<file path="src/hw/nfh_consts.svh">
// Constants of the NAND flash host controller
`ifndef NFH_CONSTS_SVH
`define NFH_CONSTS_SVH
`define NFH_CMD_READ_SETUP 8'h00
`define NFH_CMD_READ_CONFIRM 8'h30
`define NFH_CMD_PROG_SETUP 8'h80
`define NFH_CMD_PROG_CONFIRM 8'h10
`define NFH_CMD_ERASE_SETUP 8'h60
`define NFH_CMD_ERASE_CONFIRM 8'hD0
`define NFH_CMD_RESET 8'hFF
`define NFH_CMD_STATUS 8'h70
`define NFH_CLK_MHZ 20
`define NFH_PROG_BUSY_US 200
`define NFH_ERASE_BUSY_US 1500
`define NFH_PROG_BUSY_CYC (`NFH_PROG_BUSY_US * `NFH_CLK_MHZ)
`define NFH_ERASE_BUSY_CYC (`NFH_ERASE_BUSY_US * `NFH_CLK_MHZ)
`define NFH_STROBE_CYC 2
`define NFH_COL_HI_MASK 8'h0F
`endif

</file>
<file path="src/hw/nfh_pkg.sv">
// Types of the NAND flash host controller
package nfh_pkg;
  typedef enum logic [1:0] {
    NFH_OP_READ = 2'b00,
    NFH_OP_PROG = 2'b01,
    NFH_OP_ERASE = 2'b10,
    NFH_OP_STATUS = 2'b11
  } nfh_op_t;
  typedef enum logic [3:0] {
    NFH_IDLE = 4'b0000,
    NFH_CMD1 = 4'b0001,
    NFH_ADDR = 4'b0010,
    NFH_WDATA = 4'b0011,
    NFH_CMD2 = 4'b0100,
    NFH_BUSY = 4'b0101,
    NFH_RDATA = 4'b0110,
    NFH_RESET = 4'b0111
  } nfh_state_t;
endpackage : nfh_pkg

</file>
<file path="src/hw/nfh_host.sv">
// Host-side controller that drives a NAND flash over its pins
//
// How it works
// - Command bytes sent with command_latch high.
// - Address bytes sent with address_latch high.
// - Address: two column then two row bytes.
// - Second column byte upper bits low.
// - Read 00/30, program 80/10, erase 60/D0.
// - Erase sends only two row bytes.
`timescale 1ns/1ps
`include "nfh_consts.svh"
module nfh_host (
  // Clock and reset
  input wire logic clk,
  input wire logic reset_n,
  input wire logic clk_en,
  // Request
  input wire logic req_valid,
  output logic req_ready,
  input wire nfh_pkg::nfh_op_t req_op,
  input wire logic [11:0] req_col,
  input wire logic [15:0] req_row,
  input wire logic [11:0] req_len,
  input wire logic req_abort,
  // Write data from user
  input wire logic wr_valid,
  output logic wr_ready,
  input wire logic [7:0] wr_data,
  // Read data to user
  output logic rd_valid,
  input wire logic rd_ready,
  output logic [7:0] rd_data,
  // Status
  output logic busy,
  output logic timeout,
  // Flash pins
  output logic chip_select_n,
  output logic command_latch,
  output logic address_latch,
  output logic write_strobe_n,
  output logic output_strobe_n,
  output logic program_guard_n,
  input wire logic ready_busy_n,
  input wire logic [7:0] shared_bus_in,
  output logic [7:0] shared_bus_out,
  output logic shared_bus_oe
);
  nfh_pkg::nfh_state_t st_q, st_d;
  nfh_pkg::nfh_op_t op_q, op_d;
  logic [7:0] addr_q [4];
  logic [7:0] addr_d [4];
  logic [1:0] aidx_q, aidx_d;
  logic [11:0] len_q, len_d;
  logic [1:0] ph_q, ph_d;
  logic [15:0] wait_q, wait_d;
  logic timeout_q, timeout_d;
  logic cle_q, cle_d, ale_q, ale_d, we_q, we_d, re_q, re_d, oe_q, oe_d, cs_q, cs_d;
  logic [7:0] dout_q, dout_d;
  logic buf_valid, buf_ready;

  // Confirm code for each two-cycle operation
  function automatic logic [7:0] nfh_confirm(input nfh_pkg::nfh_op_t op);
    case (op)
      nfh_pkg::NFH_OP_READ: nfh_confirm = `NFH_CMD_READ_CONFIRM;
      nfh_pkg::NFH_OP_PROG: nfh_confirm = `NFH_CMD_PROG_CONFIRM;
      default: nfh_confirm = `NFH_CMD_ERASE_CONFIRM;
    endcase
  endfunction : nfh_confirm

  function automatic logic [7:0] nfh_setup(input nfh_pkg::nfh_op_t op);
    case (op)
      nfh_pkg::NFH_OP_READ: nfh_setup = `NFH_CMD_READ_SETUP;
      nfh_pkg::NFH_OP_PROG: nfh_setup = `NFH_CMD_PROG_SETUP;
      nfh_pkg::NFH_OP_ERASE: nfh_setup = `NFH_CMD_ERASE_SETUP;
      default: nfh_setup = `NFH_CMD_STATUS;
    endcase
  endfunction : nfh_setup

  nfh_skid nfh_skid_i (
    .clk(clk),
    .reset_n(reset_n),
    .clk_en(clk_en),
    .in_valid(buf_valid),
    .in_ready(buf_ready),
    .in_data(shared_bus_in),
    .out_valid(rd_valid),
    .out_ready(rd_ready),
    .out_data(rd_data)
  );

  assign req_ready = (st_q == nfh_pkg::NFH_IDLE);
  assign wr_ready = (st_q == nfh_pkg::NFH_WDATA) && (ph_q == 2'h0);
  // Sample read byte at end of output strobe low phase
  assign buf_valid = (st_q == nfh_pkg::NFH_RDATA) && (ph_q == 2'h1);
  assign busy = (st_q != nfh_pkg::NFH_IDLE);
  assign timeout = timeout_q;
  assign chip_select_n = cs_q;
  assign command_latch = cle_q;
  assign address_latch = ale_q;
  assign write_strobe_n = we_q;
  assign output_strobe_n = re_q;
  assign shared_bus_out = dout_q;
  assign shared_bus_oe = oe_q;
  // Guard released as soon as the controller leaves reset
  assign program_guard_n = reset_n;

  always_comb begin
    st_d = st_q;
    op_d = op_q;
    addr_d = addr_q;
    aidx_d = aidx_q;
    len_d = len_q;
    ph_d = ph_q;
    wait_d = wait_q;
    timeout_d = timeout_q;
    cle_d = cle_q;
    ale_d = ale_q;
    we_d = we_q;
    re_d = 1'b1;
    oe_d = oe_q;
    cs_d = cs_q;
    dout_d = dout_q;
    case (st_q)
      nfh_pkg::NFH_IDLE: begin
        cs_d = 1'b1;
        oe_d = 1'b0;
        we_d = 1'b1;
        cle_d = 1'b0;
        ale_d = 1'b0;
        if (req_valid) begin
          // A reset command is followed by no data phase
          op_d = req_abort ? nfh_pkg::NFH_OP_STATUS : req_op;
          timeout_d = 1'b0;
          addr_d[0] = req_col[7:0];
          addr_d[1] = {4'h0, req_col[11:8]} & `NFH_COL_HI_MASK;
          addr_d[2] = req_row[7:0];
          addr_d[3] = req_row[15:8];
          // Erase skips the column bytes
          aidx_d = (req_op == nfh_pkg::NFH_OP_ERASE) ? 2'h2 : 2'h0;
          len_d = req_len;
          ph_d = 2'h0;
          cs_d = 1'b0;
          dout_d = req_abort ? `NFH_CMD_RESET : nfh_setup(req_op);
          st_d = req_abort ? nfh_pkg::NFH_RESET : nfh_pkg::NFH_CMD1;
        end
      end
      nfh_pkg::NFH_CMD1, nfh_pkg::NFH_CMD2, nfh_pkg::NFH_RESET, nfh_pkg::NFH_ADDR,
      nfh_pkg::NFH_WDATA: begin
        // Phase 0: present byte with strobe low; phase 1: raise strobe
        if (ph_q == 2'h0) begin
          if (st_q != nfh_pkg::NFH_WDATA || wr_valid) begin
            // Byte changes with the falling strobe so it holds across the rise
            case (st_q)
              nfh_pkg::NFH_WDATA: dout_d = wr_data;
              nfh_pkg::NFH_ADDR: dout_d = addr_q[aidx_q];
              nfh_pkg::NFH_CMD2: dout_d = nfh_confirm(op_q);
              default: dout_d = dout_q;
            endcase
            cle_d = (st_q == nfh_pkg::NFH_CMD1) || (st_q == nfh_pkg::NFH_CMD2) ||
                    (st_q == nfh_pkg::NFH_RESET);
            ale_d = (st_q == nfh_pkg::NFH_ADDR);
            oe_d = 1'b1;
            we_d = 1'b0;
            ph_d = 2'h1;
          end
        end else begin
          we_d = 1'b1;
          ph_d = 2'h0;
          case (st_q)
            nfh_pkg::NFH_CMD1: begin
              if (op_q == nfh_pkg::NFH_OP_STATUS) begin
                st_d = nfh_pkg::NFH_RDATA;
                len_d = 12'h001;
              end else begin
                st_d = nfh_pkg::NFH_ADDR;
              end
            end
            nfh_pkg::NFH_ADDR: begin
              // Exactly the required count, never surplus
              if (aidx_q == 2'h3) begin
                st_d = (op_q == nfh_pkg::NFH_OP_PROG) ? nfh_pkg::NFH_WDATA : nfh_pkg::NFH_CMD2;
              end else begin
                aidx_d = aidx_q + 2'h1;
              end
            end
            nfh_pkg::NFH_WDATA: begin
              len_d = len_q - 12'h001;
              if (len_q == 12'h001) begin
                st_d = nfh_pkg::NFH_CMD2;
              end
            end
            default: begin
              st_d = nfh_pkg::NFH_BUSY;
              wait_d = 16'h0000;
            end
          endcase
        end
      end
      nfh_pkg::NFH_BUSY: begin
        // Device works alone; watch ready_busy_n, give up with timeout once wait_q bit 15 sets
        cle_d = 1'b0;
        oe_d = 1'b0;
        ph_d = 2'h0;
        wait_d = wait_q + 16'h0001;
        if (wait_q[15]) begin
          timeout_d = 1'b1;
        end
        if (wait_q >= 16'h0002 && ready_busy_n) begin
          st_d = (op_q == nfh_pkg::NFH_OP_READ) ? nfh_pkg::NFH_RDATA : nfh_pkg::NFH_IDLE;
        end else if (wait_q[15]) begin
          st_d = nfh_pkg::NFH_IDLE;
        end
      end
      nfh_pkg::NFH_RDATA: begin
        oe_d = 1'b0;
        cle_d = 1'b0;
        ale_d = 1'b0;
        if (len_q == 12'h000) begin
          st_d = nfh_pkg::NFH_IDLE;
        end else if (ph_q == 2'h0) begin
          if (buf_ready) begin
            re_d = 1'b0;
            ph_d = 2'h1;
          end
        end else begin
          ph_d = 2'h0;
          len_d = len_q - 12'h001;
        end
      end
      default: st_d = nfh_pkg::NFH_IDLE;
    endcase
  end

  always_ff @(posedge clk) begin
    if (!reset_n) begin
      st_q <= nfh_pkg::NFH_IDLE;
      op_q <= nfh_pkg::NFH_OP_READ;
      for (int i = 0; i < 4; i++) begin
        addr_q[i] <= 8'h00;
      end
      aidx_q <= 2'h0;
      len_q <= 12'h000;
      ph_q <= 2'h0;
      wait_q <= 16'h0000;
      timeout_q <= 1'b0;
      cle_q <= 1'b0;
      ale_q <= 1'b0;
      we_q <= 1'b1;
      re_q <= 1'b1;
      oe_q <= 1'b0;
      cs_q <= 1'b1;
      dout_q <= 8'h00;
    end else if (clk_en) begin
      st_q <= st_d;
      op_q <= op_d;
      addr_q <= addr_d;
      aidx_q <= aidx_d;
      len_q <= len_d;
      ph_q <= ph_d;
      wait_q <= wait_d;
      timeout_q <= timeout_d;
      cle_q <= cle_d;
      ale_q <= ale_d;
      we_q <= we_d;
      re_q <= re_d;
      oe_q <= oe_d;
      cs_q <= cs_d;
      dout_q <= dout_d;
    end
  end
endmodule : nfh_host

</file>
<file path="src/hw/nfh_skid.sv">
// Two-entry buffer with valid/ready on both sides
`timescale 1ns/1ps
module nfh_skid (
  // Clock and reset
  input wire logic clk,
  input wire logic reset_n,
  input wire logic clk_en,
  // Fill side
  input wire logic in_valid,
  output logic in_ready,
  input wire logic [7:0] in_data,
  // Drain side
  output logic out_valid,
  input wire logic out_ready,
  output logic [7:0] out_data
);
  logic [7:0] mem_q [2];
  logic [7:0] mem_d [2];
  logic wp_q, wp_d, rp_q, rp_d;
  logic [1:0] cnt_q, cnt_d;
  logic push, pop;

  assign in_ready = (cnt_q != 2'h2);
  assign out_valid = (cnt_q != 2'h0);
  assign out_data = mem_q[rp_q];
  assign push = in_valid && in_ready;
  assign pop = out_valid && out_ready;

  always_comb begin
    mem_d = mem_q;
    wp_d = wp_q;
    rp_d = rp_q;
    cnt_d = cnt_q;
    if (push) begin
      mem_d[wp_q] = in_data;
      wp_d = ~wp_q;
    end
    if (pop) begin
      rp_d = ~rp_q;
    end
    if (push && !pop) begin
      cnt_d = cnt_q + 2'h1;
    end else if (pop && !push) begin
      cnt_d = cnt_q - 2'h1;
    end
  end

  always_ff @(posedge clk) begin
    if (!reset_n) begin
      mem_q[0] <= 8'h00;
      mem_q[1] <= 8'h00;
      wp_q <= 1'b0;
      rp_q <= 1'b0;
      cnt_q <= 2'h0;
    end else if (clk_en) begin
      mem_q <= mem_d;
      wp_q <= wp_d;
      rp_q <= rp_d;
      cnt_q <= cnt_d;
    end
  end
endmodule : nfh_skid

</file>
<file path="config.mk">
export PLATFORM = sky130hd
export DESIGN_NAME = nfh_host
export DESIGN_NICKNAME = d
export VERILOG_FILES = /design/src/hw/nfh_pkg.sv /design/src/hw/nfh_host.sv /design/src/hw/nfh_skid.sv
export VERILOG_INCLUDE_DIRS = /design/src /design/src/hw
export SDC_FILE = /design/constraint.sdc
export NUM_CORES = 1
export LEC_CHECK = 0
export ABC_AREA = 1
export BUFFER_PORTS_ARGS = -buffer_cell sky130_fd_sc_hd__buf_4
export CAP_MARGIN = 20
export CORE_ASPECT_RATIO = 2
export CORE_UTILIZATION = 51
export CTS_CLUSTER_SIZE = 24
export DETAILED_ROUTE_END_ITERATION = 10
export GPL_ROUTABILITY_DRIVEN = 0
export GPL_TIMING_DRIVEN = 0
export HOLD_SLACK_MARGIN = 0.15
export PLACE_DENSITY = 0.81
export SLEW_MARGIN = 20
export SYNTH_ARGS = -nofsm -noshare
export SYNTH_HDL_FRONTEND = slang
export SYNTH_HIERARCHICAL = 1
export SYNTH_SLANG_ARGS = --single-unit
</file>
<file path="constraint.sdc">
create_clock -name clk -period 2.04 [get_ports clk]
set_clock_uncertainty 0.05 [all_clocks]
set_input_delay 0.102 -clock clk [delete_from_list [all_inputs] [get_ports clk]]
set_output_delay 0.102 -clock clk [all_outputs]
set_load 0.005 [all_outputs]
</file>
# [Word-level counts from Yosys, hierarchy flattened]
# Cells that the tools add are included.
[totals] word_cells=196 mem_bits_rw=0 mem_bits_ro=0 inputBits=66 output_inout_bits=28 latch_bits=0 register_bits=101 memories=0
[classes] bitwise=5 n_eq_ne=35 shift=0 n_mul=0 muxes=76 div_mod_pow=0 n_addsub=5 reduce_logical=47 magnitude_cmp=5
[ops] op="8-bit 2-to-1 mux" n=10
[ops] op="12-bit 2-to-1 mux" n=5
[ops] op="8-bit one-hot mux with 3 select lines" n=2
[ops] op="12-bit one-hot mux with 3 select lines" n=1
[ops] op="16-bit 2-to-1 mux" n=2
[ops] op="16-bit one-hot mux with 2 select lines" n=1
[ops] op="8-bit one-hot mux with 2 select lines" n=2
[ops] op="2-bit 2-to-1 mux" n=14
[ops] op="4-bit 2-to-1 mux" n=7
[ops] op="12-bit one-hot mux with 2 select lines" n=1
[ops] op="2-bit != test (second input constant)" n=11
[ops] op="3-bit != test (second input constant)" n=6
[ops] op="6-bit AND reduction" n=3
[ops] op="16-bit by 1-bit adder with 16-bit output (second input constant)" n=1
[ops] op="8-bit binary-select mux with 2-bit select" n=1
[ops] op="16-bit bitwise mux" n=1
[ops] op="4-bit by 3-bit equality test with 1-bit output (second input constant)" n=4
[ops] op="16-bit by 2-bit >= comparator with 1-bit output (second input constant)" n=1
[ops] op="4-bit one-hot mux with 4 select lines" n=1
[ops] op="4-bit AND reduction" n=4
[ops] op="1-bit 2-to-1 mux" n=15
[ops] op="2-bit nonzero test" n=7
[ops] op="12-bit by 1-bit equality test with 1-bit output (second input constant)" n=1
[ops] op="12-bit zero test" n=1
[ops] op="37 further kinds" n=71

# [Depth between registers and ports, before layout]
[logic_depth] ltp_word=8 ltp_mapped=14 mapped_depth_nobuf=13

# [Cells and area by module]
# Netlist, hierarchy kept.
[by_module_without_submodules] mod="nfh_host" cells_per_inst=734 instances=1 seq_area_each_um2=1581.5 area_each_um2=4670.7
[by_module_without_submodules] mod="nfh_skid" cells_per_inst=154 instances=1 seq_area_each_um2=400.4 area_each_um2=1008.5

# [Least setup slack after synthesis]
# No wires, ideal clock.
[synth_path] kind="register to register" startpoint="register st_q[2]" endpoint="register nfh_skid_i.cnt_q[1]" arrival_time_ns=1.988 stages_incl_launch_ff=12 n_path_buf=1 required_time_ns=1.877 synth_period_minus_slack_ns=2.150 setup_ns=0.113 path_slack_ns=-0.110 path_cell_list="dfxtp_1 > buf_4 > inv_4 > nor2_1 > inv_1 > nor2_1 > a21boi_1 > ha_1 > nor2_2 > nand3_1 > nor2_1 > nor2_1"
[synth_via] elab_chain_cells=7 word_cells_on_any_way=9 cone_classes="1 x eq/ne; 1 x mux; 7 x reduce/logical"
[synth_lines] element="start, declared" line_no="nfh_host.sv:48" rtl="nfh_pkg::nfh_state_t st_q, st_d;"
[synth_lines] element="start signal, assigned" line_no="nfh_host.sv:236" rtl="st_q <= nfh_pkg::NFH_IDLE;"
[synth_lines] element="start signal, assigned" line_no="nfh_host.sv:254" rtl="st_q <= st_d;"
[synth_lines] element="4-bit by 3-bit equality test with 1-bit output *" line_no="nfh_host.sv:94" rtl="assign buf_valid = (st_q == nfh_pkg::NFH_RDATA) && (ph_q == 2'h1);"
[synth_lines] element="1-bit logical AND *" line_no="nfh_host.sv:94"
[synth_lines] element="via buf_valid" line_no="nfh_host.sv:59" rtl="logic buf_valid, buf_ready;"
[synth_lines] element="1-bit logical AND *" line_no="nfh_skid.sv:26" rtl="assign push = in_valid && in_ready;"
[synth_lines] element="1-bit zero test" line_no="nfh_skid.sv:43" rtl="end else if (pop && !push) begin"
[synth_lines] element="1-bit logical AND" line_no="nfh_skid.sv:43"
[synth_lines] element="2-bit nonzero test (no source line)"
[synth_lines] element="2-bit AND reduction (no source line)"
[synth_lines] element="end signal, assigned" line_no="nfh_skid.sv:59" rtl="cnt_q <= cnt_d;"
[synth_lines] element="end, declared" line_no="nfh_skid.sv:20" rtl="logic [1:0] cnt_q, cnt_d;"
# Mark *: on every way through the listed nets, which the timed path passes. The rest lies on a longest branch.
# A chain may end at the register's enable or synchronous reset.

# [Worst setup path in the final report]
[layout_path] startpoint="register st_q[0]" endpoint="register wait_q[1]"
[layout_via] elab_chain_cells=4 word_cells_on_any_way=13 cone_classes="8 x eq/ne; 1 x mux; 4 x reduce/logical"
[layout_lines] element="4-bit by 2-bit equality test with 1-bit output, or another cell as far along" line_no="nfh_host.sv:123, nfh_host.sv:169"
[layout_lines] element="5-bit OR reduction / 3-bit OR reduction (equally long branches)"
[layout_lines] element="2-bit != test (no source line) / 2-bit nonzero test (equally long branches)"
[layout_lines] element="4-bit AND reduction (no source line)"
[layout_lines] element="end signal, assigned" line_no="nfh_host.sv:260" rtl="wait_q <= wait_d;"
[layout_lines] element="end, declared" line_no="nfh_host.sv:55" rtl="logic [15:0] wait_q, wait_d;"
# Several ways; a longest one is shown, not always the timed one.

==> impl_metrics.py <==
metrics = {
    "run_status": {
        "status": "finished, final reports clean",
    },
    "cells_and_area": {
        "register_area_um2": 1990,
        "area_growth_pct": 36.1,
        "num-nets-final": 1139,
        "nFillCells": 881,
        "drive_above_1_share_pct": 17.8,
        "multi_input_area_um2": 3290,
        "antennaDiodeCount": 0,
        "final_area_um2": 7730,
    },
    "logic_synthesis": {
        "synthAdderAreaFrac_pct": 1.76,
        "synth-compound-area-share_pct": 14.3,
        "synthTopCellsByCount": "nand2_1, nor2_1, dfxtp_1, inv_1, a21oi_1",
        "syn_avg_cell_area_um2": 6.40,
        "synth_seq_area_share_pct": 34.9,
        "synth_top_family_by_area": "simple AND/OR/NAND/NOR gates",
        "ys_warn_count": 6,
        "synth_cells": 888,
        "synth_area_leaders": "dfxtp_1, nand2_1, nor2_1, a21oi_1, inv_1",
        "synth_ff_type": "dfxtp_1",
        "synthArstFlopShare_pct": 0,
        "synth.net_count": 962,
        "synth_cell_types": 39,
        "synthesis.area_um2": 5680,
        "synth.most_common_cell": "nand2_1",
        "synth_edf_count": 0,
        "synth_mux_area_share_pct": 0,
        "synth_xor_area_share_pct": 2.00,
        "ys_ff_latch": 99,
        "synth_top_cell_area_share_pct": 34.9,
        "synthSimpleGateAreaFrac_pct": 37.5,
        "synth_top_area_cell": "dfxtp_1",
    },
    "worst_hold_path": {
        "hold-path-cell-count": 5,
        "hold_class": "input pin to flip-flop",
    },
    "power_and_ir_drop": {
        "vdd_ir_drop_max_v": 0.000599,
        "comb_power_share_pct": 46.6,
        "switching_share_pct": 42.4,
        "powerDensity_nw_per_um2": 1040,
        "p_sw_uw": 3390,
        "seqPwrFrac_pct": 32.5,
        "clkPwrFrac_pct": 20.9,
        "leakage_uw": 0.00346,
        "internal_power_uw": 4620,
    },
    "grt": {
        "grt_max_degree": 19,
        "grt_pass1_vias": 6340,
        "antenna_found_initial": 0,
        "grt-ovfl-total": 0,
        "grt_pass1_wl_mm": 28.4,
        "grt_usage_pct": 31.2,
    },
    "timing": {
        "finalCritPeriodShare_pct": 97.7,
        "rsz0062_at_grt": "yes",
        "setup_viol": 0,
        "clock.fmax_ghz": 0.502,
        "worst_slack_ns": 0.0471,
        "worstMarginPinSlew_ns": 0.525,
        "hold_viol_final": 0,
        "fin_crit_ns": 1.99,
        "drv_slew": 0,
        "slew_headroom_pct": 64.8,
    },
    "drt": {
        "drtPass1Iterations": 5,
        "routed-wl-met3_um": 921,
        "met2_length_mm": 9.77,
        "drc_errors": 0,
        "postRouteAntennaNets": 0,
        "highest-signal-layer": "met4",
        "drt-initial-drc-count": 463,
        "vias": 6529,
        "met1_length_mm": 6.30,
        "wl_mm": 18.3,
        "wl_per_cell_um": 15.1,
        "via_per_inst": 5.40,
    },
    "critical_path": {
        "path_depth": 11,
        "reg2reg_depth": 11,
        "cp.required_ns": 2.23,
        "crit_path_cell_trace": "nor2_2 -> nand2_4 -> nand3_4 -> inv_2 -> nand2_2 -> nand2_2 -> nand2_4 -> inv_2 -> buf_6 -> nor2_1 -> nor2_1",
        "cp_slowest_cell": "dfxtp_4",
        "crit_path_end_kind": "flip-flop",
        "critPathTopFamily": "simple AND/OR/NAND/NOR gates",
        "crit_start": "st_q[0]",
        "worstSetupPathType": "flip-flop to flip-flop",
        "crit_buf_inv": 3,
        "max_stage_delay_ns": 0.39,
        "cp_max_fo": 10,
        "worstPathArrival_ns": 2.19,
        "worstSetupStartpointType": "flip-flop",
        "cp-endpoint": "wait_q[1]",
        "r2r_end": "wait_q[1]",
        "regToRegSetupSlack_ns": 0.05,
        "rr_startpoint": "st_q[0]",
    },
    "die": {
        "ios": 94,
        "die_x_um": 76.6,
        "core_um2": 10900,
        "start_util_pct": 52.2,
        "fp.dieH_um": 151,
        "die-area_um2": 11600,
        "rows": 54,
    },
    "clock_tree": {
        "root_buffer": "clkbuf_16",
        "numCtsBuffers": 9,
        "cts_buffer_depth": 2,
        "clkLatencyLatePin_ns": 0.35,
        "clkSinkCount": 99,
        "clk_pin_slew_ns": 0.07,
        "cts_tree": "yes",
        "htreeDepth": 3,
    },
    "job": {
        "max_cap_violations": 0,
    },
    "placed_design": {
        "port_buffers": 93,
        "dpl_cell_area_um2": 6560,
        "dp_hpwl_mm": 12.5,
        "pre_cts_ws_ns": -0.251,
    },
}
## flip-flops by register name, summed over array words and instances (netlist names)
register          count
shared_bus_out        8
len_q                12
addr_q               28
nfh_skid_i/mem_q     16
shared_bus_oe         1
command_latch         1
write_strobe_n        1
op_q                  2
aidx_q                2
output_strobe_n       1
wait_q               16
nfh_skid_i/rp_q       1
timeout               1
nfh_skid_i/cnt_q      2
nfh_skid_i/wp_q       1
ph_q                  1
chip_select_n         1
address_latch         1
st_q                  3
## kinds of logic (layout without fill, tap and decap cells)
logic type / after synthesis / after routing
xor+xnor: 13 / 13
compound gates: 148 / 148
flops: 99 / 99
simple gates: 498 / 499
fa+ha+maj: 8 / 8
buf+inv: 122 / 303
## tightest hold or removal path, cell delays in order
cell	delay (ns)
buf_4	0.10
o2111ai_1	0.14
nand2_1	0.07
inv_1	0.04
nor2_1	0.08
## how the worst min path moves through the flow
stage                     startpoint             endpoint  slack, ns
global placement    shared_bus_in[6]  nfh_skid_i/mem_q[6]       0.28
CTS                        req_valid            aidx_q[0]       0.17
finish                     req_valid            aidx_q[0]       0.16
detailed placement  shared_bus_in[4]  nfh_skid_i/mem_q[4]       0.29
global route               req_valid            aidx_q[0]       0.19
floorplan           shared_bus_in[0]  nfh_skid_i/mem_q[0]       0.19
## area by class of cell
cell class | count | share of cell area (%)
Inverter | 90 | 4.53
Clock inverter | 6 | 0.745
Tap cell | 140 | 2.27
Clock buffer | 10 | 2.96
Buffer | 32 | 2.85
Multi-Input combinational cell | 668 | 42.5
Sequential cell | 99 | 25.7
Timing Repair Buffer | 165 | 18.4
## per-layer routing
metal	vias up	GRT usage, %
met1	2965	28.7
met5	-	0
met2	282	60.4
met3	99	4.64
li1	3183	-
met4	0	24.1
## power by group through the flow
stage	Clock, µW	Sequential (µW)	Combinational (µW)
after global placement	0	2610	3120
after global routing	1740	2640	4130
after CTS	1680	2570	3360
final	1680	2600	3730
after floorplan	0	2540	2320
after detailed placement	0	2610	3180
## cell usage in the layout (no fill, tap or decap), drive strengths merged
cell	instances
a21boi	1
nand4	9
o31ai	1
o2111ai	4
clkbuf	25
clkinv	3
nor3	13
dlygate4sd3	61
dfxtp	99
a211oi	3
xnor2	2
nor3b	1
ha	8
a21oi	65
o21bai	10
nand3	52
o211ai	1
inv	93
nand3b	2
or2	2
xor2	11
buf	121
nor2	174
nand2	245
nor4	1
o21ai	63
## per-stage QoR
stage | total power (µW) | TNS, ns | cells | util (%) | hold WS, ns
2_1_floorplan | 4860 | 0 | 888 | - | 0.187
3_3_place_gp | 5730 | -2.69 | 1121 | 60.3 | 0.283
3_5_place_dp | 5790 | -3.98 | 1121 | 60.3 | 0.291
4_1_cts | 7610 | 0 | 1201 | 69.0 | 0.172
5_1_grt | 8510 | -0.540 | 1210 | 71.0 | 0.193
6_report | 8010 | 0 | 1210 | 71.0 | 0.158
## repair_timing
item / 4_1_cts / 5_1_grt
setup endpoints to repair: 39 / 60
hold endpoints to repair: 69 / 0
gates resized for setup: 9 / 28
gates cloned: 1 / 1
setup buffers: 2 / 8
hold buffers: 61 / 0
pin swaps: 3 / 4
Power figures use the tool's default switching activity.
